File: src/include/dti_defines.svh
`ifndef DTI_DEFINES_SVH
`define DTI_DEFINES_SVH
// Register indices; byte address is four times the index
`define DTI_OFS_PORT_A_DATA 16'hdd00
`define DTI_OFS_PORT_B_DATA 16'hdd01
`define DTI_OFS_PORT_A_DIR 16'hdd02
`define DTI_OFS_PORT_B_DIR 16'hdd03
`define DTI_OFS_TA_LO 16'hdd04
`define DTI_OFS_TA_HI 16'hdd05
`define DTI_OFS_TB_LO 16'hdd06
`define DTI_OFS_TB_HI 16'hdd07
`define DTI_OFS_TOD_TENTHS 16'hdd08
`define DTI_OFS_TOD_SEC 16'hdd09
`define DTI_OFS_TOD_MIN 16'hdd0a
`define DTI_OFS_TOD_HOUR 16'hdd0b
`define DTI_OFS_SERIAL 16'hdd0c
`define DTI_OFS_ICR 16'hdd0d
`define DTI_OFS_CTRL_A 16'hdd0e
`define DTI_OFS_CTRL_B 16'hdd0f
`define DTI_OFS_STATUS 16'hdd10
// Interrupt source bit positions
`define DTI_IRQ_TA 0
`define DTI_IRQ_TB 1
`define DTI_IRQ_ALARM 2
`define DTI_IRQ_SERIAL 3
`define DTI_IRQ_EDGE 4
`define DTI_IRQ_ANY 7
`define DTI_ICR_SETCLR 7
// Reset values
`define DTI_RST_LATCH 16'hffff
`define DTI_RST_BYTE 8'h00
`define DTI_RST_HOUR 8'h01
// Mains cycles per tenth of a second
`define DTI_DIV_50HZ 3'h5
`define DTI_DIV_60HZ 3'h6
// Serial bits per byte
`define DTI_SER_BITS 4'h8
`define DTI_RESP_OKAY 2'h0
`define DTI_RESP_SLVERR 2'h2
`endif

File: src/include/dti_pkg.sv
package dti_pkg;
  typedef enum logic [1:0] {
    DTI_SRC_PHI2,
    DTI_SRC_CNT,
    DTI_SRC_TA,
    DTI_SRC_TA_CNT
  } dti_bsrc_t;

  typedef struct packed {
    logic mains50;
    logic sp_out;
    logic src_cnt;
    logic force_ld;
    logic oneshot;
    logic toggle;
    logic pb_en;
    logic start;
  } dti_cra_t;

  typedef struct packed {
    logic alarm_wr;
    dti_bsrc_t src;
    logic force_ld;
    logic oneshot;
    logic toggle;
    logic pb_en;
    logic start;
  } dti_crb_t;

  typedef struct packed {
    logic [7:0] hour;
    logic [7:0] min;
    logic [7:0] sec;
    logic [7:0] tenths;
  } dti_tod_t;
endpackage

File: src/rtl/dti_adapter.sv
// Contract
// - ICR read gives flags, bit 7 any; write sets or clears mask by bit 7.
// - Flag bits: 0 timer A, 1 timer B, 2 alarm, 3 serial, 4 edge.
// - Control A bit 7 picks 50 Hz or 60 Hz day-clock reference.
// - Control A bit 6 sets serial port direction, one shifts out.
// - Control A bit 5 makes timer A count count_pin or phase-2 cycles.
// - Writing one to control A bit 4 reloads timer A from latch.
// - Control A bit 3 picks one-shot or continuous timer A.
// - Control A bit 2 picks toggle or pulse on port_b_line6.
// - Control A bit 1 routes timer A output onto port_b_line6.
// - Control A bit 0 starts or stops timer A.
// - Control B bit 7 steers day-clock writes to alarm or clock.
// - Control B bits 6-5 choose timer B count source.
// - Control B bits 4-0 mirror control A functions for timer B.
// - Day clock in tenths, seconds, minutes, hours with PM in bit 7.
// - Serial buffer holds byte to send or byte received.
// - Each port has a per-bit direction register.
// - port_b_line7 carries timer B output when enabled.
//
// The AXI4-Lite interface to the registers is this design's own decision.
`include "dti_defines.svh"

module dti_timer (
  input wire logic aclk,
  input wire logic aresetn,
  input wire logic ce,
  input wire logic run,
  input wire logic tick,
  input wire logic force_load,
  input wire logic [15:0] latch,
  output logic [15:0] count,
  output logic underflow
);
  logic [15:0] cnt_r;
  logic [15:0] cnt_nxt;

  assign count = cnt_r;
  assign underflow = run && tick && !force_load && (cnt_r == 16'h0000);

  always_comb begin
    cnt_nxt = cnt_r;
    if (force_load) begin
      cnt_nxt = latch;
    end else if (underflow) begin
      cnt_nxt = latch;
    end else if (run && tick) begin
      cnt_nxt = cnt_r - 16'h0001;
    end
  end

  always_ff @(posedge aclk) begin
    if (!aresetn) begin
      cnt_r <= `DTI_RST_LATCH;
    end else if (ce) begin
      cnt_r <= cnt_nxt;
    end
  end
endmodule // dti_timer

module dti_adapter (
  input wire logic aclk,
  input wire logic aresetn,
  input wire logic ce,
  input wire logic [17:0] s_axi_awaddr,
  input wire logic s_axi_awvalid,
  output logic s_axi_awready,
  input wire logic [31:0] s_axi_wdata,
  input wire logic [3:0] s_axi_wstrb,
  input wire logic s_axi_wvalid,
  output logic s_axi_wready,
  output logic [1:0] s_axi_bresp,
  output logic s_axi_bvalid,
  input wire logic s_axi_bready,
  input wire logic [17:0] s_axi_araddr,
  input wire logic s_axi_arvalid,
  output logic s_axi_arready,
  output logic [31:0] s_axi_rdata,
  output logic [1:0] s_axi_rresp,
  output logic s_axi_rvalid,
  input wire logic s_axi_rready,
  input wire logic [7:0] port_a_in,
  output logic [7:0] port_a_out,
  output logic [7:0] port_a_oe,
  input wire logic [7:0] port_b_in,
  output logic [7:0] port_b_out,
  output logic [7:0] port_b_oe,
  input wire logic count_pin,
  input wire logic serial_data_in,
  output logic serial_data_out,
  output logic serial_data_oe,
  input wire logic mains_ref,
  input wire logic edge_event_input,
  output logic irq
);
  // Bus state
  logic aw_have_r, aw_have_nxt, w_have_r, w_have_nxt;
  logic [15:0] waddr_r, waddr_nxt;
  logic [7:0] wbyte_r, wbyte_nxt;
  logic wlane_r, wlane_nxt;
  logic awready_r, awready_nxt, wready_r, wready_nxt;
  logic bvalid_r, bvalid_nxt, arready_r, arready_nxt, rvalid_r, rvalid_nxt;
  logic [1:0] bresp_r, bresp_nxt, rresp_r, rresp_nxt;
  logic [7:0] rdata_r, rdata_nxt;
  // Register state
  logic [7:0] pa_r, pa_nxt, pb_r, pb_nxt, da_r, da_nxt, db_r, db_nxt;
  logic [15:0] la_r, la_nxt, lb_r, lb_nxt;
  dti_pkg::dti_cra_t cra_r, cra_nxt;
  dti_pkg::dti_crb_t crb_r, crb_nxt;
  logic [4:0] mask_r, mask_nxt, flags_r, flags_nxt, ev;
  dti_pkg::dti_tod_t tod_r, tod_nxt, alarm_r, alarm_nxt;
  logic [2:0] div_r, div_nxt;
  logic [7:0] sbuf_r, sbuf_nxt, shift_r, shift_nxt;
  logic [3:0] scnt_r, scnt_nxt;
  logic sbusy_r, sbusy_nxt, sout_r, sout_nxt;
  logic cnt_d_r, mains_d_r, edge_d_r;
  logic ta_tog_r, ta_tog_nxt, tb_tog_r, tb_tog_nxt, ta_pls_r, tb_pls_r;
  logic [7:0] pb_out_r, pb_out_nxt, pb_oe_r, pb_oe_nxt;
  logic irq_r;
  // Combinational helpers
  logic cnt_rise, mains_rise, wr_go, fa, fb, ta_tick, tb_tick;
  logic [15:0] ta_cnt, tb_cnt, raddr;
  logic ta_uf, tb_uf, tenth;
  logic [7:0] hr_inc;

  assign cnt_rise = count_pin && !cnt_d_r;
  assign mains_rise = mains_ref && !mains_d_r;
  assign wr_go = aw_have_r && w_have_r && !bvalid_r;
  assign raddr = s_axi_araddr[17:2];
  assign fa = wr_go && wlane_r && waddr_r == `DTI_OFS_CTRL_A && wbyte_r[4];
  assign fb = wr_go && wlane_r && waddr_r == `DTI_OFS_CTRL_B && wbyte_r[4];
  assign ta_tick = cra_r.src_cnt ? cnt_rise : 1'b1;

  always_comb begin
    case (crb_r.src)
      dti_pkg::DTI_SRC_PHI2: tb_tick = 1'b1;
      dti_pkg::DTI_SRC_CNT: tb_tick = cnt_rise;
      dti_pkg::DTI_SRC_TA: tb_tick = ta_uf;
      default: tb_tick = ta_uf && count_pin;
    endcase
  end

  dti_timer u_ta (
    .aclk(aclk), .aresetn(aresetn), .ce(ce), .run(cra_r.start),
    .tick(ta_tick), .force_load(fa), .latch(la_r),
    .count(ta_cnt), .underflow(ta_uf)
  );

  dti_timer u_tb (
    .aclk(aclk), .aresetn(aresetn), .ce(ce), .run(crb_r.start),
    .tick(tb_tick), .force_load(fb), .latch(lb_r),
    .count(tb_cnt), .underflow(tb_uf)
  );

  // BCD step with wrap to zero past the given limit
  function automatic logic [7:0] bcd_inc(input logic [7:0] v,
                                         input logic [7:0] lim);
    logic [7:0] r;
    r = 8'h00;
    if (v == lim) begin
      r = 8'h00;
    end else if (v[3:0] == 4'h9) begin
      r = {v[7:4] + 4'h1, 4'h0};
    end else begin
      r = v + 8'h01;
    end
    return r;
  endfunction

  // Hour step on the bare digits; the PM bit is put back by the caller
  assign hr_inc = bcd_inc({3'h0, tod_r.hour[4:0]}, 8'h12);

  always_comb begin
    aw_have_nxt = aw_have_r;
    w_have_nxt = w_have_r;
    waddr_nxt = waddr_r;
    wbyte_nxt = wbyte_r;
    wlane_nxt = wlane_r;
    bvalid_nxt = bvalid_r;
    bresp_nxt = bresp_r;
    arready_nxt = arready_r;
    rvalid_nxt = rvalid_r;
    rresp_nxt = rresp_r;
    rdata_nxt = rdata_r;
    pa_nxt = pa_r;
    pb_nxt = pb_r;
    da_nxt = da_r;
    db_nxt = db_r;
    la_nxt = la_r;
    lb_nxt = lb_r;
    cra_nxt = cra_r;
    crb_nxt = crb_r;
    mask_nxt = mask_r;
    tod_nxt = tod_r;
    alarm_nxt = alarm_r;
    div_nxt = div_r;
    sbuf_nxt = sbuf_r;
    shift_nxt = shift_r;
    scnt_nxt = scnt_r;
    sbusy_nxt = sbusy_r;
    sout_nxt = sout_r;
    ta_tog_nxt = ta_tog_r ^ ta_uf;
    tb_tog_nxt = tb_tog_r ^ tb_uf;
    ev = 5'h00;
    tenth = 1'b0;
    flags_nxt = flags_r;
    // Write channels are taken independently, in either order
    if (s_axi_awvalid && awready_r) begin
      aw_have_nxt = 1'b1;
      waddr_nxt = s_axi_awaddr[17:2];
    end
    if (s_axi_wvalid && wready_r) begin
      w_have_nxt = 1'b1;
      wbyte_nxt = s_axi_wdata[7:0];
      wlane_nxt = s_axi_wstrb[0];
    end
    if (bvalid_r && s_axi_bready) begin
      bvalid_nxt = 1'b0;
    end
    // Day clock paced by the mains reference
    if (mains_rise) begin
      if (div_r == (cra_r.mains50 ? `DTI_DIV_50HZ : `DTI_DIV_60HZ)) begin
        div_nxt = 3'h1;
        tenth = 1'b1;
      end else begin
        div_nxt = div_r + 3'h1;
      end
    end
    if (tenth) begin
      tod_nxt.tenths = bcd_inc(tod_r.tenths, 8'h09);
      if (tod_r.tenths == 8'h09) begin
        tod_nxt.sec = bcd_inc(tod_r.sec, 8'h59);
        if (tod_r.sec == 8'h59) begin
          tod_nxt.min = bcd_inc(tod_r.min, 8'h59);
          if (tod_r.min == 8'h59) begin
            if (tod_r.hour[4:0] == 5'h12) begin
              tod_nxt.hour = {tod_r.hour[7], 7'h01};
            end else if (tod_r.hour[4:0] == 5'h11) begin
              tod_nxt.hour = {~tod_r.hour[7], 7'h12};
            end else begin
              tod_nxt.hour = {tod_r.hour[7], hr_inc[6:0]};
            end
          end
        end
      end
    end
    // Serial shifter; output mode is clocked by timer A underflows
    if (cra_r.sp_out) begin
      if (sbusy_r && ta_uf) begin
        sout_nxt = shift_r[7];
        shift_nxt = {shift_r[6:0], 1'b0};
        scnt_nxt = scnt_r + 4'h1;
        if (scnt_r + 4'h1 == `DTI_SER_BITS) begin
          sbusy_nxt = 1'b0;
          scnt_nxt = 4'h0;
          ev[`DTI_IRQ_SERIAL] = 1'b1;
        end
      end
    end else if (cnt_rise) begin
      shift_nxt = {shift_r[6:0], serial_data_in};
      scnt_nxt = scnt_r + 4'h1;
      if (scnt_r + 4'h1 == `DTI_SER_BITS) begin
        sbuf_nxt = {shift_r[6:0], serial_data_in};
        scnt_nxt = 4'h0;
        ev[`DTI_IRQ_SERIAL] = 1'b1;
      end
    end
    // One-shot timers drop their start bit at underflow
    if (ta_uf && cra_r.oneshot) begin
      cra_nxt.start = 1'b0;
    end
    if (tb_uf && crb_r.oneshot) begin
      crb_nxt.start = 1'b0;
    end
    ev[`DTI_IRQ_TA] = ta_uf;
    ev[`DTI_IRQ_TB] = tb_uf;
    ev[`DTI_IRQ_ALARM] = tenth && (tod_nxt == alarm_r);
    ev[`DTI_IRQ_EDGE] = edge_d_r && !edge_event_input;
    // Register writes
    if (wr_go) begin
      aw_have_nxt = 1'b0;
      w_have_nxt = 1'b0;
      bvalid_nxt = 1'b1;
      bresp_nxt = `DTI_RESP_OKAY;
      if (waddr_r == `DTI_OFS_PORT_A_DATA) begin
        if (wlane_r) pa_nxt = wbyte_r;
      end else if (waddr_r == `DTI_OFS_PORT_B_DATA) begin
        if (wlane_r) pb_nxt = wbyte_r;
      end else if (waddr_r == `DTI_OFS_PORT_A_DIR) begin
        if (wlane_r) da_nxt = wbyte_r;
      end else if (waddr_r == `DTI_OFS_PORT_B_DIR) begin
        if (wlane_r) db_nxt = wbyte_r;
      end else if (waddr_r == `DTI_OFS_TA_LO) begin
        if (wlane_r) la_nxt[7:0] = wbyte_r;
      end else if (waddr_r == `DTI_OFS_TA_HI) begin
        if (wlane_r) la_nxt[15:8] = wbyte_r;
      end else if (waddr_r == `DTI_OFS_TB_LO) begin
        if (wlane_r) lb_nxt[7:0] = wbyte_r;
      end else if (waddr_r == `DTI_OFS_TB_HI) begin
        if (wlane_r) lb_nxt[15:8] = wbyte_r;
      end else if (waddr_r[15:2] == `DTI_OFS_TOD_TENTHS >> 2) begin
        if (wlane_r && crb_r.alarm_wr) begin
          alarm_nxt[waddr_r[1:0]*8 +: 8] = wbyte_r;
        end else if (wlane_r) begin
          tod_nxt[waddr_r[1:0]*8 +: 8] = wbyte_r;
          div_nxt = 3'h1;
        end
      end else if (waddr_r == `DTI_OFS_SERIAL) begin
        if (wlane_r) begin
          sbuf_nxt = wbyte_r;
          if (cra_r.sp_out) begin
            shift_nxt = wbyte_r;
            sbusy_nxt = 1'b1;
            scnt_nxt = 4'h0;
          end
        end
      end else if (waddr_r == `DTI_OFS_ICR) begin
        if (wlane_r && wbyte_r[`DTI_ICR_SETCLR]) begin
          mask_nxt = mask_r | wbyte_r[4:0];
        end else if (wlane_r) begin
          mask_nxt = mask_r & ~wbyte_r[4:0];
        end
      end else if (waddr_r == `DTI_OFS_CTRL_A) begin
        if (wlane_r) begin
          cra_nxt = wbyte_r;
          cra_nxt.force_ld = 1'b0; // Strobe only, never stored
        end
      end else if (waddr_r == `DTI_OFS_CTRL_B) begin
        if (wlane_r) begin
          crb_nxt = wbyte_r;
          crb_nxt.force_ld = 1'b0;
        end
      end else if (waddr_r == `DTI_OFS_STATUS) begin
        if (wlane_r) flags_nxt = flags_r & ~wbyte_r[4:0];
      end else begin
        bresp_nxt = `DTI_RESP_SLVERR;
      end
    end
    flags_nxt = flags_nxt | ev; // New event beats a same-cycle clear
    // Reads
    if (rvalid_r && s_axi_rready) begin
      rvalid_nxt = 1'b0;
      arready_nxt = 1'b1;
    end
    if (s_axi_arvalid && arready_r) begin
      arready_nxt = 1'b0;
      rvalid_nxt = 1'b1;
      rresp_nxt = `DTI_RESP_OKAY;
      rdata_nxt = 8'h00;
      if (raddr == `DTI_OFS_PORT_A_DATA) begin
        rdata_nxt = (pa_r & da_r) | (port_a_in & ~da_r);
      end else if (raddr == `DTI_OFS_PORT_B_DATA) begin
        rdata_nxt = (pb_r & db_r) | (port_b_in & ~db_r);
      end else if (raddr == `DTI_OFS_PORT_A_DIR) begin
        rdata_nxt = da_r;
      end else if (raddr == `DTI_OFS_PORT_B_DIR) begin
        rdata_nxt = db_r;
      end else if (raddr == `DTI_OFS_TA_LO) begin
        rdata_nxt = ta_cnt[7:0];
      end else if (raddr == `DTI_OFS_TA_HI) begin
        rdata_nxt = ta_cnt[15:8];
      end else if (raddr == `DTI_OFS_TB_LO) begin
        rdata_nxt = tb_cnt[7:0];
      end else if (raddr == `DTI_OFS_TB_HI) begin
        rdata_nxt = tb_cnt[15:8];
      end else if (raddr[15:2] == `DTI_OFS_TOD_TENTHS >> 2) begin
        rdata_nxt = tod_r[raddr[1:0]*8 +: 8];
      end else if (raddr == `DTI_OFS_SERIAL) begin
        rdata_nxt = sbuf_r;
      end else if (raddr == `DTI_OFS_ICR || raddr == `DTI_OFS_STATUS) begin
        rdata_nxt = {|(flags_r & mask_r), 2'b00, flags_r};
      end else if (raddr == `DTI_OFS_CTRL_A) begin
        rdata_nxt = cra_r;
      end else if (raddr == `DTI_OFS_CTRL_B) begin
        rdata_nxt = crb_r;
      end else begin
        rresp_nxt = `DTI_RESP_SLVERR;
      end
    end
    awready_nxt = !aw_have_nxt;
    wready_nxt = !w_have_nxt;
    // Timer lines override port B bits 6 and 7 while enabled
    pb_out_nxt = pb_r;
    pb_oe_nxt = db_r;
    if (cra_r.pb_en) begin
      pb_out_nxt[6] = cra_r.toggle ? ta_tog_r : ta_pls_r;
      pb_oe_nxt[6] = 1'b1;
    end
    if (crb_r.pb_en) begin
      pb_out_nxt[7] = crb_r.toggle ? tb_tog_r : tb_pls_r;
      pb_oe_nxt[7] = 1'b1;
    end
  end

  always_ff @(posedge aclk) begin
    if (!aresetn) begin
      aw_have_r <= 1'b0;
      w_have_r <= 1'b0;
      waddr_r <= 16'h0000;
      wbyte_r <= `DTI_RST_BYTE;
      wlane_r <= 1'b0;
      awready_r <= 1'b1;
      wready_r <= 1'b1;
      bvalid_r <= 1'b0;
      bresp_r <= `DTI_RESP_OKAY;
      arready_r <= 1'b1;
      rvalid_r <= 1'b0;
      rresp_r <= `DTI_RESP_OKAY;
      rdata_r <= `DTI_RST_BYTE;
      pa_r <= `DTI_RST_BYTE;
      pb_r <= `DTI_RST_BYTE;
      da_r <= `DTI_RST_BYTE;
      db_r <= `DTI_RST_BYTE;
      la_r <= `DTI_RST_LATCH;
      lb_r <= `DTI_RST_LATCH;
      cra_r <= '0;
      crb_r <= '0;
      mask_r <= 5'h00;
      flags_r <= 5'h00;
      tod_r <= {`DTI_RST_HOUR, 24'h00_0000};
      alarm_r <= '0;
      div_r <= 3'h1;
      sbuf_r <= `DTI_RST_BYTE;
      shift_r <= `DTI_RST_BYTE;
      scnt_r <= 4'h0;
      sbusy_r <= 1'b0;
      sout_r <= 1'b0;
      cnt_d_r <= 1'b0;
      mains_d_r <= 1'b0;
      edge_d_r <= 1'b0;
      ta_tog_r <= 1'b0;
      tb_tog_r <= 1'b0;
      ta_pls_r <= 1'b0;
      tb_pls_r <= 1'b0;
      pb_out_r <= `DTI_RST_BYTE;
      pb_oe_r <= `DTI_RST_BYTE;
      irq_r <= 1'b0;
    end else if (ce) begin
      aw_have_r <= aw_have_nxt;
      w_have_r <= w_have_nxt;
      waddr_r <= waddr_nxt;
      wbyte_r <= wbyte_nxt;
      wlane_r <= wlane_nxt;
      awready_r <= awready_nxt;
      wready_r <= wready_nxt;
      bvalid_r <= bvalid_nxt;
      bresp_r <= bresp_nxt;
      arready_r <= arready_nxt;
      rvalid_r <= rvalid_nxt;
      rresp_r <= rresp_nxt;
      rdata_r <= rdata_nxt;
      pa_r <= pa_nxt;
      pb_r <= pb_nxt;
      da_r <= da_nxt;
      db_r <= db_nxt;
      la_r <= la_nxt;
      lb_r <= lb_nxt;
      cra_r <= cra_nxt;
      crb_r <= crb_nxt;
      mask_r <= mask_nxt;
      flags_r <= flags_nxt;
      tod_r <= tod_nxt;
      alarm_r <= alarm_nxt;
      div_r <= div_nxt;
      sbuf_r <= sbuf_nxt;
      shift_r <= shift_nxt;
      scnt_r <= scnt_nxt;
      sbusy_r <= sbusy_nxt;
      sout_r <= sout_nxt;
      cnt_d_r <= count_pin;
      mains_d_r <= mains_ref;
      edge_d_r <= edge_event_input;
      ta_tog_r <= ta_tog_nxt;
      tb_tog_r <= tb_tog_nxt;
      ta_pls_r <= ta_uf;
      tb_pls_r <= tb_uf;
      pb_out_r <= pb_out_nxt;
      pb_oe_r <= pb_oe_nxt;
      irq_r <= |(flags_nxt & mask_nxt);
    end
  end

  assign s_axi_awready = awready_r;
  assign s_axi_wready = wready_r;
  assign s_axi_bvalid = bvalid_r;
  assign s_axi_bresp = bresp_r;
  assign s_axi_arready = arready_r;
  assign s_axi_rvalid = rvalid_r;
  assign s_axi_rresp = rresp_r;
  assign s_axi_rdata = {24'h00_0000, rdata_r};
  assign port_a_out = pa_r;
  assign port_a_oe = da_r;
  assign port_b_out = pb_out_r;
  assign port_b_oe = pb_oe_r;
  assign serial_data_out = sout_r;
  assign serial_data_oe = cra_r.sp_out;
  assign irq = irq_r;
endmodule // dti_adapter

File: config.mk
export PLATFORM = sky130hd
export DESIGN_NAME = dti_adapter
export DESIGN_NICKNAME = d
export VERILOG_FILES = /design/src/include/dti_pkg.sv /design/src/rtl/dti_adapter.sv
export VERILOG_INCLUDE_DIRS = /design/src /design/src/include
export SDC_FILE = /design/constraint.sdc
export NUM_CORES = 1
export LEC_CHECK = 0
export ABC_CLOCK_PERIOD_IN_PS = 8200
export BUFFER_PORTS_ARGS = -buffer_cell sky130_fd_sc_hd__buf_2
export CAP_MARGIN = 20
export CORE_MARGIN = 2
export CORE_UTILIZATION = 55
export DETAILED_ROUTE_END_ITERATION = 7
export PLACE_DENSITY = 0.82
export SLEW_MARGIN = 20
export SYNTH_ARGS = -nofsm -noshare
export SYNTH_HDL_FRONTEND = slang
export SYNTH_SLANG_ARGS = --single-unit
File: constraint.sdc
create_clock -name aclk -period 8.2 [get_ports aclk]
set_input_delay 1.64 -clock aclk [delete_from_list [all_inputs] [get_ports aclk]]
set_output_delay 1.64 -clock aclk [all_outputs]
set_load 0.02 [all_outputs]
### Yosys cells after proc, flatten, opt, wreduce, memory -nomap -nowiden

Index checks and enable logic that the tools add are counted.
W data, S select, Z words.

| word-level totals | value |
|---|---|
| ROM bits | 0 |
| word-level logic and storage cells | 453 |
| memory bits (writable) | 0 |
| memories kept | 0 |
| output and inout bits | 76 |
| latch bits | 0 |
| input port bits | 100 |
| flip-flop bits (word level) | 277 |

| operators by class | value |
|---|---|
| multiplexer cells | 237 |
| $lt $le $gt $ge | 0 |
| add/sub/neg operators | 13 |
| equal/unequal tests | 42 |
| divide/modulo/power cells | 0 |
| bitwise gates (word level) | 30 |
| reduce and logical (&&, ||, !) cells | 66 |
| shift-type cells | 3 |
| $mul | 0 |

Operators by type and width:

| cell | count |
|---|---|
| $mux W8 | 53 |
| $eq A16 B16 Y1 const B | 26 |
| $mux W32 | 13 |
| $mux W5 | 30 |
| $mux W16 | 7 |
| $mux W1 | 70 |
| $mux W4 | 17 |
| $bwmux W32 | 2 |
| $mux W2 | 28 |
| $mux W3 | 14 |
| $neg A5 Y34 | 1 |
| $shift A8 B34 Y32 const A | 1 |
| $shiftx A8 B34 Y32 | 1 |
| $and A8 B8 Y8 | 4 |
| $eq A32 B32 Y1 | 1 |
| $logic_not A16 Y1 | 2 |
| $shiftx A32 B6 Y8 | 1 |
| $sub A16 B1 Y16 const B | 2 |
| $eq A14 B14 Y1 const B | 2 |
| $logic_and A1 B1 Y1 | 28 |
| $add A8 B1 Y8 const B | 3 |
| $mux W24 | 1 |
| $and A5 B5 Y5 | 4 |
| $eq A4 B4 Y1 const B | 5 |
| other kinds (37) | 75 |

### Logic depth before layout (Yosys ltp)

Gate-level depths: netlist (run 1).

| depth | value |
|---|---|
| depth after elaboration | 30 |
| mapped depth | 13 |
| depth with buffers taken out | 10 |

### Cells and area by module

A second synthesis (run 1) with hierarchy kept.

| second synthesis, totals | value |
|---|---|
| cell total of the unflattened synthesis | 2,145 |
| area, all modules | 16,558.4 µm² |

By module, submodules not included:

| module | area an instance (µm²) | times used | cells each |
|---|---|---|---|
| dti_adapter | 14,071.0 | 1 | 1,835 |
| dti_timer | 1,243.7 | 2 | 155 |

### Worst setup path before layout (run 1)

Ideal clock, no wire load.

| path | value |
|---|---|
| kind | input-to-reg |
| start | input s_axi_araddr[8] |
| end | register rdata_r[0] |
| library setup time | 0.070 ns |
| path slack | 4.401 ns |
| required time | 8.130 ns |
| cell stages on the path | 10 |
| arrival | 3.728 ns |
| cells stage by stage | nand4bb_1 or4_1 buf_2 or4_1 buf_2 o211ai_1 o221ai_1 a32oi_1 o2111ai_1 a21oi_1 |

| on the way | value |
|---|---|
| word-level cells in the longest chain between the ends | 14 |
| elaborated cells between the ends (all ways) | 28 |
| those cells by class | 14 x eq/ne; 13 x mux; 1 x reduce/logical |

RTL lines:

| what | line | RTL |
|---|---|---|
| start: declaration | dti_adapter.sv:74 | `input wire logic [17:0] s_axi_araddr,` |
| $eq A16 B16 Y1 (no line) | - |  |
| $mux W8 | dti_adapter.sv:373 | `` end else if (raddr == `DTI_OFS_CTRL_B) begin `` |
| $mux W8 | dti_adapter.sv:371 | `` end else if (raddr == `DTI_OFS_CTRL_A) begin `` |
| $mux W8 | dti_adapter.sv:369 | `` end else if (raddr == `DTI_OFS_ICR \|\| raddr == `DTI_OFS_STATUS) begin `` |
| $mux W8 | dti_adapter.sv:367 | `` end else if (raddr == `DTI_OFS_SERIAL) begin `` |
| $mux W8 | dti_adapter.sv:365 | `` end else if (raddr[15:2] == `DTI_OFS_TOD_TENTHS >> 2) begin `` |
| $mux W8 | dti_adapter.sv:363 | `` end else if (raddr == `DTI_OFS_TB_HI) begin `` |
| $mux W8 | dti_adapter.sv:361 | `` end else if (raddr == `DTI_OFS_TB_LO) begin `` |
| $mux W8 | dti_adapter.sv:359 | `` end else if (raddr == `DTI_OFS_TA_HI) begin `` |
| $mux W8 | dti_adapter.sv:357 | `` end else if (raddr == `DTI_OFS_TA_LO) begin `` |
| $mux W8 | dti_adapter.sv:355 | `` end else if (raddr == `DTI_OFS_PORT_B_DIR) begin `` |
| $mux W8 | dti_adapter.sv:353 | `` end else if (raddr == `DTI_OFS_PORT_A_DIR) begin `` |
| $mux W8 | dti_adapter.sv:351 | `` end else if (raddr == `DTI_OFS_PORT_B_DATA) begin `` |
| $mux W8 * | dti_adapter.sv:349 | `` if (raddr == `DTI_OFS_PORT_A_DATA) begin `` |
| end signal: assignment | dti_adapter.sv:408 | `` rdata_r <= `DTI_RST_BYTE; `` |
| end signal: assignment | dti_adapter.sv:450 | `rdata_r <= rdata_nxt;` |
| end: declaration | dti_adapter.sv:103 | `logic [7:0] rdata_r, rdata_nxt;` |

Every way passes the cells marked *; elsewhere a longest branch is shown, timed or not.
A chain may end at the register's enable or synchronous reset.

### Worst setup path in the final report (run 1)

| path | value |
|---|---|
| start | input count_pin |
| end | register u_tb.cnt_r[9] (netlist: u_tb.count[9]) |

| on the way | value |
|---|---|
| word-level cells in the longest chain between the ends | 12 |
| elaborated cells between the ends (all ways) | 14 |
| those cells by class | 4 x mux; 10 x reduce/logical |

RTL lines:

| what | line | RTL |
|---|---|---|
| start: declaration | dti_adapter.sv:87 | `input wire logic count_pin,` |
| $logic_and A1 B1 Y1 | dti_adapter.sv:125 | `assign cnt_rise = count_pin && !cnt_d_r;` |
| $mux W1 | dti_adapter.sv:131 | `assign ta_tick = cra_r.src_cnt ? cnt_rise : 1'b1;` |
| $logic_and A1 B1 Y1 (3 in series) | dti_adapter.sv:38 | `assign underflow = run && tick && !force_load && (cnt_r == 16'h0000);` |
| $logic_and A1 B1 Y1 | dti_adapter.sv:138 | `default: tb_tick = ta_uf && count_pin;` |
| $pmux W1 S3 * | dti_adapter.sv:134 | `case (crb_r.src)` |
| $logic_and A1 B1 Y1 * | dti_adapter.sv:38, dti_adapter.sv:46 |  |
| $logic_and A1 B1 Y1 (2 in series) | dti_adapter.sv:38 |  |
| $reduce_bool A3 Y1 (no line) or $mux W16 (tied branches) | - |  |
| $reduce_and A2 Y1 (no line) or $mux W16 (tied branches) | - |  |
| end signal: assignment | dti_adapter.sv:53 | `` cnt_r <= `DTI_RST_LATCH; `` |
| end signal: assignment | dti_adapter.sv:55 | `cnt_r <= cnt_nxt;` |
| end: declaration | dti_adapter.sv:34 | `logic [15:0] cnt_r;` |

Marks and branches as above.

==> results.txt, run 1 <==
----------------------------------------------------
[Floorplan]
  Placeable Area ... 28800 µm²
  Total Die Area ... 30700 µm²
  Floorplan die width ... 175 µm
  Starting density of the core ... 0.561
  Number of rows created at floorplan ... 62
  I/O Pins ... 176
  Die Ht ... 175 µm

[Pwr]
  Total net switching power ... 0.807 mW
  Static Leakage ... 6.80 nW
  Fraction of power consumed by sequential logic ... 0.453
  Internal ... 2.29 mW
  Switching Share ... 0.261
  Clock network fraction of total power ... 0.465
  Peak ir drop on the vdd network ... 0.149 mV
  Part of the power in combinational logic ... 0.082
  Power per cell area ... 175 nW/µm²

[Logic synthesis]
  Synth Register Bits ... 275
  Synth Instances ... 2086
  Dominant cells by area after synthesis ... sky130_fd_sc_hd__dfxtp_1 (34%), sky130_fd_sc_hd__a21oi_1 (6.2%), sky130_fd_sc_hd__mux2i_1 (6.0%)
  Warnings from Yosys ... 0
  Distinct cell type count after synthesis ... just over 100
  Share of the yosys chip area belonging to registers ... 0.341
  Most repeated cell in the gate-level netlist after synthesis ... sky130_fd_sc_hd__dfxtp_1
  Most area-hungry cell type in the Yosys netlist ... sky130_fd_sc_hd__dfxtp_1
  Share of Yosys cell area claimed by the top area cell type ... 0.341
  Most instantiated cells after synthesis ... sky130_fd_sc_hd__dfxtp_1 (275), sky130_fd_sc_hd__nand2_1 (251), sky130_fd_sc_hd__nor2_1 (222), sky130_fd_sc_hd__a21oi_1 (200), sky130_fd_sc_hd__o21ai_0 (128)
  Mapped cell area ... between 15000 and 20000 µm²
  Async set or reset register ratio after synthesis ... 0
  Average footprint of a synthesized cell ... roughly 7.7 µm²
  Most used flip-flop cell after synthesis ... sky130_fd_sc_hd__dfxtp_1
  Number of enable-type register cells in the synthesized netlist ... 0

[Global routing]
  Initial antenna violation count ... 2
  Remaining global-route overflow ... 0
  Global-route wire length before repair ... about 86000 µm
  Number of global-route vias before repair ... 15700
  Total global routing track utilization ... 0.344
  Largest net degree at the start of global routing ... about 110

[Clocking]
  CTS tree ... built
  Cts bufs inserted ... 31
  Clock network latency to the later pin of the worst-skew pair ... between 0.5 and 0.6 ns
  Post-CTS Hold Buffers ... 0
  Worst-path clk slew ... 0.06 ns
  Maximum clock path buffer count ... 3
  # clock sinks ... 275
  Deepest level of the CTS H-tree ... 1
  PostCTS Resize Cnt ... 0
  Post CTS Setup Buffer Count ... 0
  Root buffer cell ... sky130_fd_sc_hd__clkbuf_16

[STA]
  Accumulated negative setup slack ... 0 ns
  Period minus WS final ... between 4 and 5 ns
  Number of pins exceeding their max-slew limit in the final report ... 0
  Worst-case hold slack ... 0.454 ns
  Final setup viols ... 0
  Layout Skew ... 0.0144 ns
  Fmax ... 231 MHz
  Share of the clock period used by the worst path after layout ... 0.529
  Tightest Pin Transition ... roughly 0.96 ns
  Max-slew headroom ... 0.358
  RSZ-0062 raised after global routing ... false
  Number of failing hold endpoints at the final stage ... 0

[Layout]
  Count of nets after finishing ... 2222
  Final core occ ... 0.613
  Share of post-route cells with drive strength above 1 ... 0.121
  Area occupied by registers ... 5510 µm²
  Syn-to-layout area delta ... 9.41%
  Non-filler cells in the finished layout ... 2509
  FILL cells ... 2497
  Area taken by multi-input logic gates ... between 9000 and 10000 µm²

[Route]
  Count of vias placed by the detailed router ... 16700
  DR iter-0 viols ... 2033
  Total wirelength of the detailed-routed design ... 54300 µm
  Number of DRC violations after detailed routing ... 0
  Routed length per placed instance ... 21.6 µm
  Number of vias per cell ... around 6.6
  DRT antenna net count ... 0
  Number of detailed-route iterations in the first pass ... 6

[Worst setup path]
  Startpoint-to-endpoint class of the critical path ... input pin to flip-flop
  Data arrival, critical path ... 4.75 ns
  Worst EP required ... 8.62 ns
  Type of origin of the critical path ... input pin
  Highest fanout seen on the critical path ... 18
  Endpoint kind of the worst setup timing path ... flip-flop

[Min path]
  Class of the tightest hold or removal check ... flip-flop to flip-flop

[Job]
  Number of maximum-capacitance constraint violations ... 0

[Placement]
  Post-detail-place hpwl ... 36400 µm
  GP Congestion ... approximately 1.0
  Number of port buffers ... between 100 and 150
  Cells after DPL ... 2451

[Outcome]
  Result of the run ... complete, no violations

----------------------------------------------------
==> layout by cell type, fill, tap and decap left out, types with 18 or more instances in the layout <==
master / instances
sky130_fd_sc_hd__dfxtp_1: 274
sky130_fd_sc_hd__nand2_1: 251
sky130_fd_sc_hd__nor2_1: 222
sky130_fd_sc_hd__a21oi_1: 198
sky130_fd_sc_hd__o21ai_0: 128
sky130_fd_sc_hd__buf_2: 117
sky130_fd_sc_hd__nand3_1: 104
sky130_fd_sc_hd__mux2i_1: 97
sky130_fd_sc_hd__inv_1: 45
sky130_fd_sc_hd__nand4_1: 44
sky130_fd_sc_hd__clkbuf_16: 31
sky130_fd_sc_hd__nor3_1: 30
sky130_fd_sc_hd__o22ai_1: 30
sky130_fd_sc_hd__a31oi_1: 29
sky130_fd_sc_hd__nand2b_1: 26
sky130_fd_sc_hd__conb_1: 26
sky130_fd_sc_hd__buf_4: 24
sky130_fd_sc_hd__o211ai_1: 21
sky130_fd_sc_hd__ha_1: 21
sky130_fd_sc_hd__and3_1: 20
sky130_fd_sc_hd__nor4_1: 19
sky130_fd_sc_hd__a211oi_1: 18
==> area by class of cell <==
type | count | area share
sequential | 275 | 0.312
clock inverter | 11 | 0.00907
timing repair buffer | 142 | 0.0449
multi-input combinational | 1603 | 0.546
tap | 384 | 0.0272
inverter | 48 | 0.0103
antenna | 1 | 0.000142
clock buffer | 45 | 0.0503
==> kinds of logic (layout without fill, tap and decap cells) <==
family,count (synthesis),after routing,share of synthesized area
AND/OR/NAND/NOR,846,846,0.260
AO/OA/AOI/OAI,573,573,0.222
flip-flops,275,275,0.341
buffers and inverters,233,246,0.0686
multiplexers,119,119,0.0820
adder cells (fa/ha/maj),21,21,0.0163
XOR/XNOR,18,18,0.00977
other,1,27,0.000232
==> stage by stage <==
step / power, mW / instance area [µm²] / setup WS, ns
after global routing: 3.17 / 17700 / 3.77
after detailed placement: 1.67 / 16600 / 3.41
after floorplan: 1.60 / 16200 / 4.40
after CTS: 3.09 / 17600 / 3.94
final: 3.10 / 17700 / 3.87
after global placement: 1.66 / 16600 / 3.46
==> path summary, 6_finish.rpt <==
| check | cells after the start | slack [ns] | start | to |
|---|---|---|---|---|
| setup / recovery | 9 | 3.87 | count_pin | u_tb.count[9] |
| setup reg to reg | 9 | 4.27 | tod_r[8] | flags_r[2] |
| hold / removal | 2 | 0.45 | rdata_r[6] | rdata_r[6] |
| hold reg to reg | 2 | 0.45 | rdata_r[6] | rdata_r[6] |
==> power by group through the flow <==
stage | clock, mW | sequential, mW | combinational (mW)
after floorplan | 0 | 1.41 | 0.185
after global placement | 0 | 1.43 | 0.237
after detailed placement | 0 | 1.43 | 0.242
after CTS | 1.45 | 1.40 | 0.244
after global routing | 1.50 | 1.40 | 0.272
final | 1.44 | 1.40 | 0.253
==> critical path, cell delays in order <==
cell,delay (ns)
sky130_fd_sc_hd__buf_2,0.11
sky130_fd_sc_hd__nor2b_1,0.35
sky130_fd_sc_hd__o21ai_0,0.31
sky130_fd_sc_hd__nor3_2,0.78
sky130_fd_sc_hd__a21boi_2,0.23
sky130_fd_sc_hd__o21ai_0,0.41
sky130_fd_sc_hd__and2_1,0.64
sky130_fd_sc_hd__o21a_1,0.21
sky130_fd_sc_hd__o21ai_0,0.07
==> per-layer routing <==
layer	routed length, µm	GRT usage
met1	21200	0.444
met2	23900	0.542
met3	5810	0.0645
met4	3380	0.193
met5	13	0
==> state kept, by name (all words and copies together), names as in the netlist, 6 cells and up <==
signal      count
waddr_r        16
la_r           16
port_a_oe       8
port_a_out      8
crb_r           7
port_b_out      8
wbyte_r         8
pb_r            8
cra_r           6
alarm_r        32
lb_r           16
u_tb.count     16
port_b_oe       8
rdata_r         8
tod_r          32
sbuf_r          8
db_r            8
shift_r         8
u_ta.count     16
Power figures use the tool's default switching activity.
==> inputs of run 2 (changes only) <==
--- a/config.mk
+++ b/config.mk
@@ -6,7 +6,8 @@
 export SDC_FILE = /design/constraint.sdc
 export NUM_CORES = 1
 export LEC_CHECK = 0
-export ABC_CLOCK_PERIOD_IN_PS = 8200
+export ABC_AREA = 1
+export ABC_CLOCK_PERIOD_IN_PS = 4500
 export BUFFER_PORTS_ARGS = -buffer_cell sky130_fd_sc_hd__buf_2
 export CAP_MARGIN = 20
 export CORE_MARGIN = 2
==> constraint.sdc (replaced) <==
create_clock -name aclk -period 4.5 [get_ports aclk]
set_input_delay 0.9 -clock aclk [delete_from_list [all_inputs] [get_ports aclk]]
set_output_delay 0.9 -clock aclk [all_outputs]
set_load 0.02 [all_outputs]
==> results.txt, run 2 <==
----------------------------------------------------
[Outcome]
  Result of the run ... complete, no violations

[Min path]
  Worst hold path cell count ... 1
  Class of the tightest hold or removal check ... flip-flop to flip-flop
  Min-delay src ... tb_tog_r
  Worst Hold Endpoint ... tb_tog_r

[Worst setup path]
  Highest fanout seen on the critical path ... 24
  Flop2flop setup slack ... 1.09 ns
  End of the worst register-to-register path ... shift_r[7]
  Max stage delay on crit path ... 0.41 ns
  Cell with the largest stage delay on the worst path ... sky130_fd_sc_hd__nor2_2
  Cell breakdown of the critical path ... buf_4 -> inv_1 -> ha_1 -> nand2_1 -> nor2_1 -> nand2_1 -> nand2_1 -> nor2_2 -> nand2_1 -> nor2_2 -> inv_1 -> nand2_1 -> inv_1 -> o211ai_1 -> o2111ai_1 -> o211ai_1 -> inv_1
  Crit path top cell by count ... sky130_fd_sc_hd__nand2_1
  Type of origin of the critical path ... flip-flop
  R2R Path Start ... waddr_r[0]
  Worst Reg2Reg Path Length in Cells ... 17
  Endpoint kind of the worst setup timing path ... flip-flop
  Data arrival, critical path ... ~4 ns
  Worst EP required ... 4.98 ns
  Startpoint-to-endpoint class of the critical path ... flip-flop to flip-flop

[Route]
  Number of DRC violations after detailed routing ... 0
  Count of vias placed by the detailed router ... ~18000
  Number of vias per cell ... 6.06
  Routed length per placed instance ... 18.6 µm
  DR iter-0 viols ... 2350
  Number of detailed-route iterations in the first pass ... 6
  Total wirelength of the detailed-routed design ... 54000 µm
  DRT antenna net count ... 0

[STA]
  Max-slew headroom ... 0.263
  Number of pins exceeding their max-slew limit in the final report ... 0
  Share of the clock period used by the worst path after layout ... 0.757
  RSZ-0062 raised after global routing ... false
  Layout Skew ... 0.0328 ns
  Final setup viols ... 0
  Tightest Pin Transition ... 1.10 ns
  Accumulated negative setup slack ... 0 ns
  Worst-case hold slack ... about 0.45 ns
  Number of failing hold endpoints at the final stage ... 0
  Period minus WS final ... 3.41 ns
  Fmax ... 294 MHz

[Global routing]
  Largest net degree at the start of global routing ... 85
  Global-route wire length before repair ... between 80000 and 90000 µm
  Initial antenna violation count ... 0
  Number of global-route vias before repair ... 15900
  Total global routing track utilization ... 0.339
  Remaining global-route overflow ... 0

[Logic synthesis]
  Most used flip-flop cell after synthesis ... sky130_fd_sc_hd__dfxtp_1
  Number of enable-type register cells in the synthesized netlist ... 0
  Distinct cell type count after synthesis ... 58
  Dominant cells by area after synthesis ... sky130_fd_sc_hd__dfxtp_1 (34%), sky130_fd_sc_hd__nand2_1 (12%), sky130_fd_sc_hd__a21oi_1 (7.3%)
  Most instantiated cells after synthesis ... sky130_fd_sc_hd__nand2_1 (508), sky130_fd_sc_hd__dfxtp_1 (275), sky130_fd_sc_hd__inv_1 (261), sky130_fd_sc_hd__a21oi_1 (238), sky130_fd_sc_hd__o21ai_0 (225)
  Share of Yosys cell area claimed by the top area cell type ... 0.339
  Mapped cell area ... 16200 µm²
  Synth Instances ... 2451
  Share of the yosys chip area belonging to registers ... 0.339
  Synth Register Bits ... 275
  Most repeated cell in the gate-level netlist after synthesis ... sky130_fd_sc_hd__nand2_1
  Average footprint of a synthesized cell ... 6.63 µm²
  Most area-hungry cell type in the Yosys netlist ... sky130_fd_sc_hd__dfxtp_1
  Async set or reset register ratio after synthesis ... 0
  Warnings from Yosys ... 0

[Placement]
  Cells after DPL ... 2849
  Post-detail-place hpwl ... 37900 µm
  GP Congestion ... around 1.0
  Number of port buffers ... 118
  Placement-stage cell area ... 16800 µm²

[Clocking]
  CTS tree ... built
  PostCTS Resize Cnt ... 0
  Root buffer cell ... sky130_fd_sc_hd__clkbuf_16
  Post CTS Setup Buffer Count ... 0
  Clock network latency to the later pin of the worst-skew pair ... 0.59 ns
  Worst-path clk slew ... approximately 0.07 ns
  # clock sinks ... approximately 280
  Maximum clock path buffer count ... 3
  Deepest level of the CTS H-tree ... 1
  Post-CTS Hold Buffers ... 0
  Cts bufs inserted ... 31

[Pwr]
  Static Leakage ... around 7.5 nW
  Power per cell area ... 319 nW/µm²
  Peak ir drop on the vdd network ... 0.330 mV
  Total design power ... 5.70 mW

[Layout]
  Count of nets after finishing ... 2619
  Share of post-route cells with drive strength above 1 ... 0.106
  Most frequent cells in the layout ... sky130_fd_sc_hd__nand2_1 (508), sky130_fd_sc_hd__dfxtp_1 (275), sky130_fd_sc_hd__inv_1 (260)
  Leading cell type in the layout, fill and taps excluded ... sky130_fd_sc_hd__nand2_1
  Antenna Cells ... 0
  Non-filler cells in the finished layout ... 2905
  Registers with the most flip-flops ... alarm_r x32, tod_r x32
  Syn-to-layout area delta ... 10.1%
  Final design area excluding fillers ... between 15000 and 20000 µm²

[Floorplan]
  Floorplan die width ... ~180 µm
  Placeable Area ... about 29000 µm²
  Starting density of the core ... 0.563
  Number of rows created at floorplan ... 62
  Die Ht ... between 150 and 200 µm
  Total Die Area ... roughly 31000 µm²
  I/O Pins ... 176

[Job]
  Number of maximum-capacitance constraint violations ... 0

----------------------------------------------------
## run 2: how the worst max path moves through the flow
stage / from / endpoint / slack, ns / cells past startpoint
2_1_floorplan: count_pin / u_tb.count[7] / 1.81 / 14
3_5_place_dp: s_axi_araddr[9] / rdata_r[3] / 1.05 / 14
6_report: waddr_r[0] / shift_r[7] / 1.09 / 17
3_3_place_gp: s_axi_araddr[9] / rdata_r[3] / 1.11 / 14
5_1_grt: waddr_r[0] / shift_r[7] / 0.83 / 17
4_1_cts: waddr_r[0] / tod_r[9] / 1.22 / 17
## run 2: cells by family (layout without fill, tap and decap cells)
kind of cell / count (synthesis) / count (layout) / synth area share
flops: 275 / 275 / 0.339
buf+inv: 430 / 475 / 0.110
other cells: 1 / 26 / 0.000231
fa+ha+maj: 21 / 21 / 0.0162
simple gates: 1019 / 1019 / 0.279
xor+xnor: 34 / 34 / 0.0183
mux: 6 / 6 / 0.00401
compound gates: 665 / 665 / 0.234
## run 2: critical path, delay by kind of cell (launching register included)
family	cells	cell delay (ns)
simple gates	8	1.34
buf+inv	5	0.92
compound gates	3	0.39
fa+ha+maj	1	0.35
flops	1	0.31
## run 2: power breakdown
group          total [mW]  switching [mW]  leakage [nW]  internal (mW)
Sequential           2.57          0.0745          2.24           2.50
Combinational       0.537           0.390          4.73          0.146
Clock                2.60            1.10         0.518           1.49
## run 2: layer usage
layer  vias up  GRT usage  wire length, µm
met5         -          0                0
met4         0      0.161             2710
met3       192     0.0615             5970
met2      1058      0.525            23300
met1      8040      0.458            22000
li1       8326          -                -
## run 2: metrics by stage
stage,worst slack [ns],utilization
final,1.09,0.619
after global routing,0.833,0.619
after CTS,1.22,0.619
after detailed placement,1.05,0.583
after global placement,1.11,0.583
after floorplan,1.81,-
## run 2: final cells by class
class / instances / area [µm²]
fillers: 2660 / 11000
multi-input cells: 1771 / 9050
flip-flops and latches: 275 / 5510
inverters: 286 / 1080
clock buffers: 35 / 821
repair buffers: 133 / 718
well taps: 384 / 480
clock inverters: 21 / 219
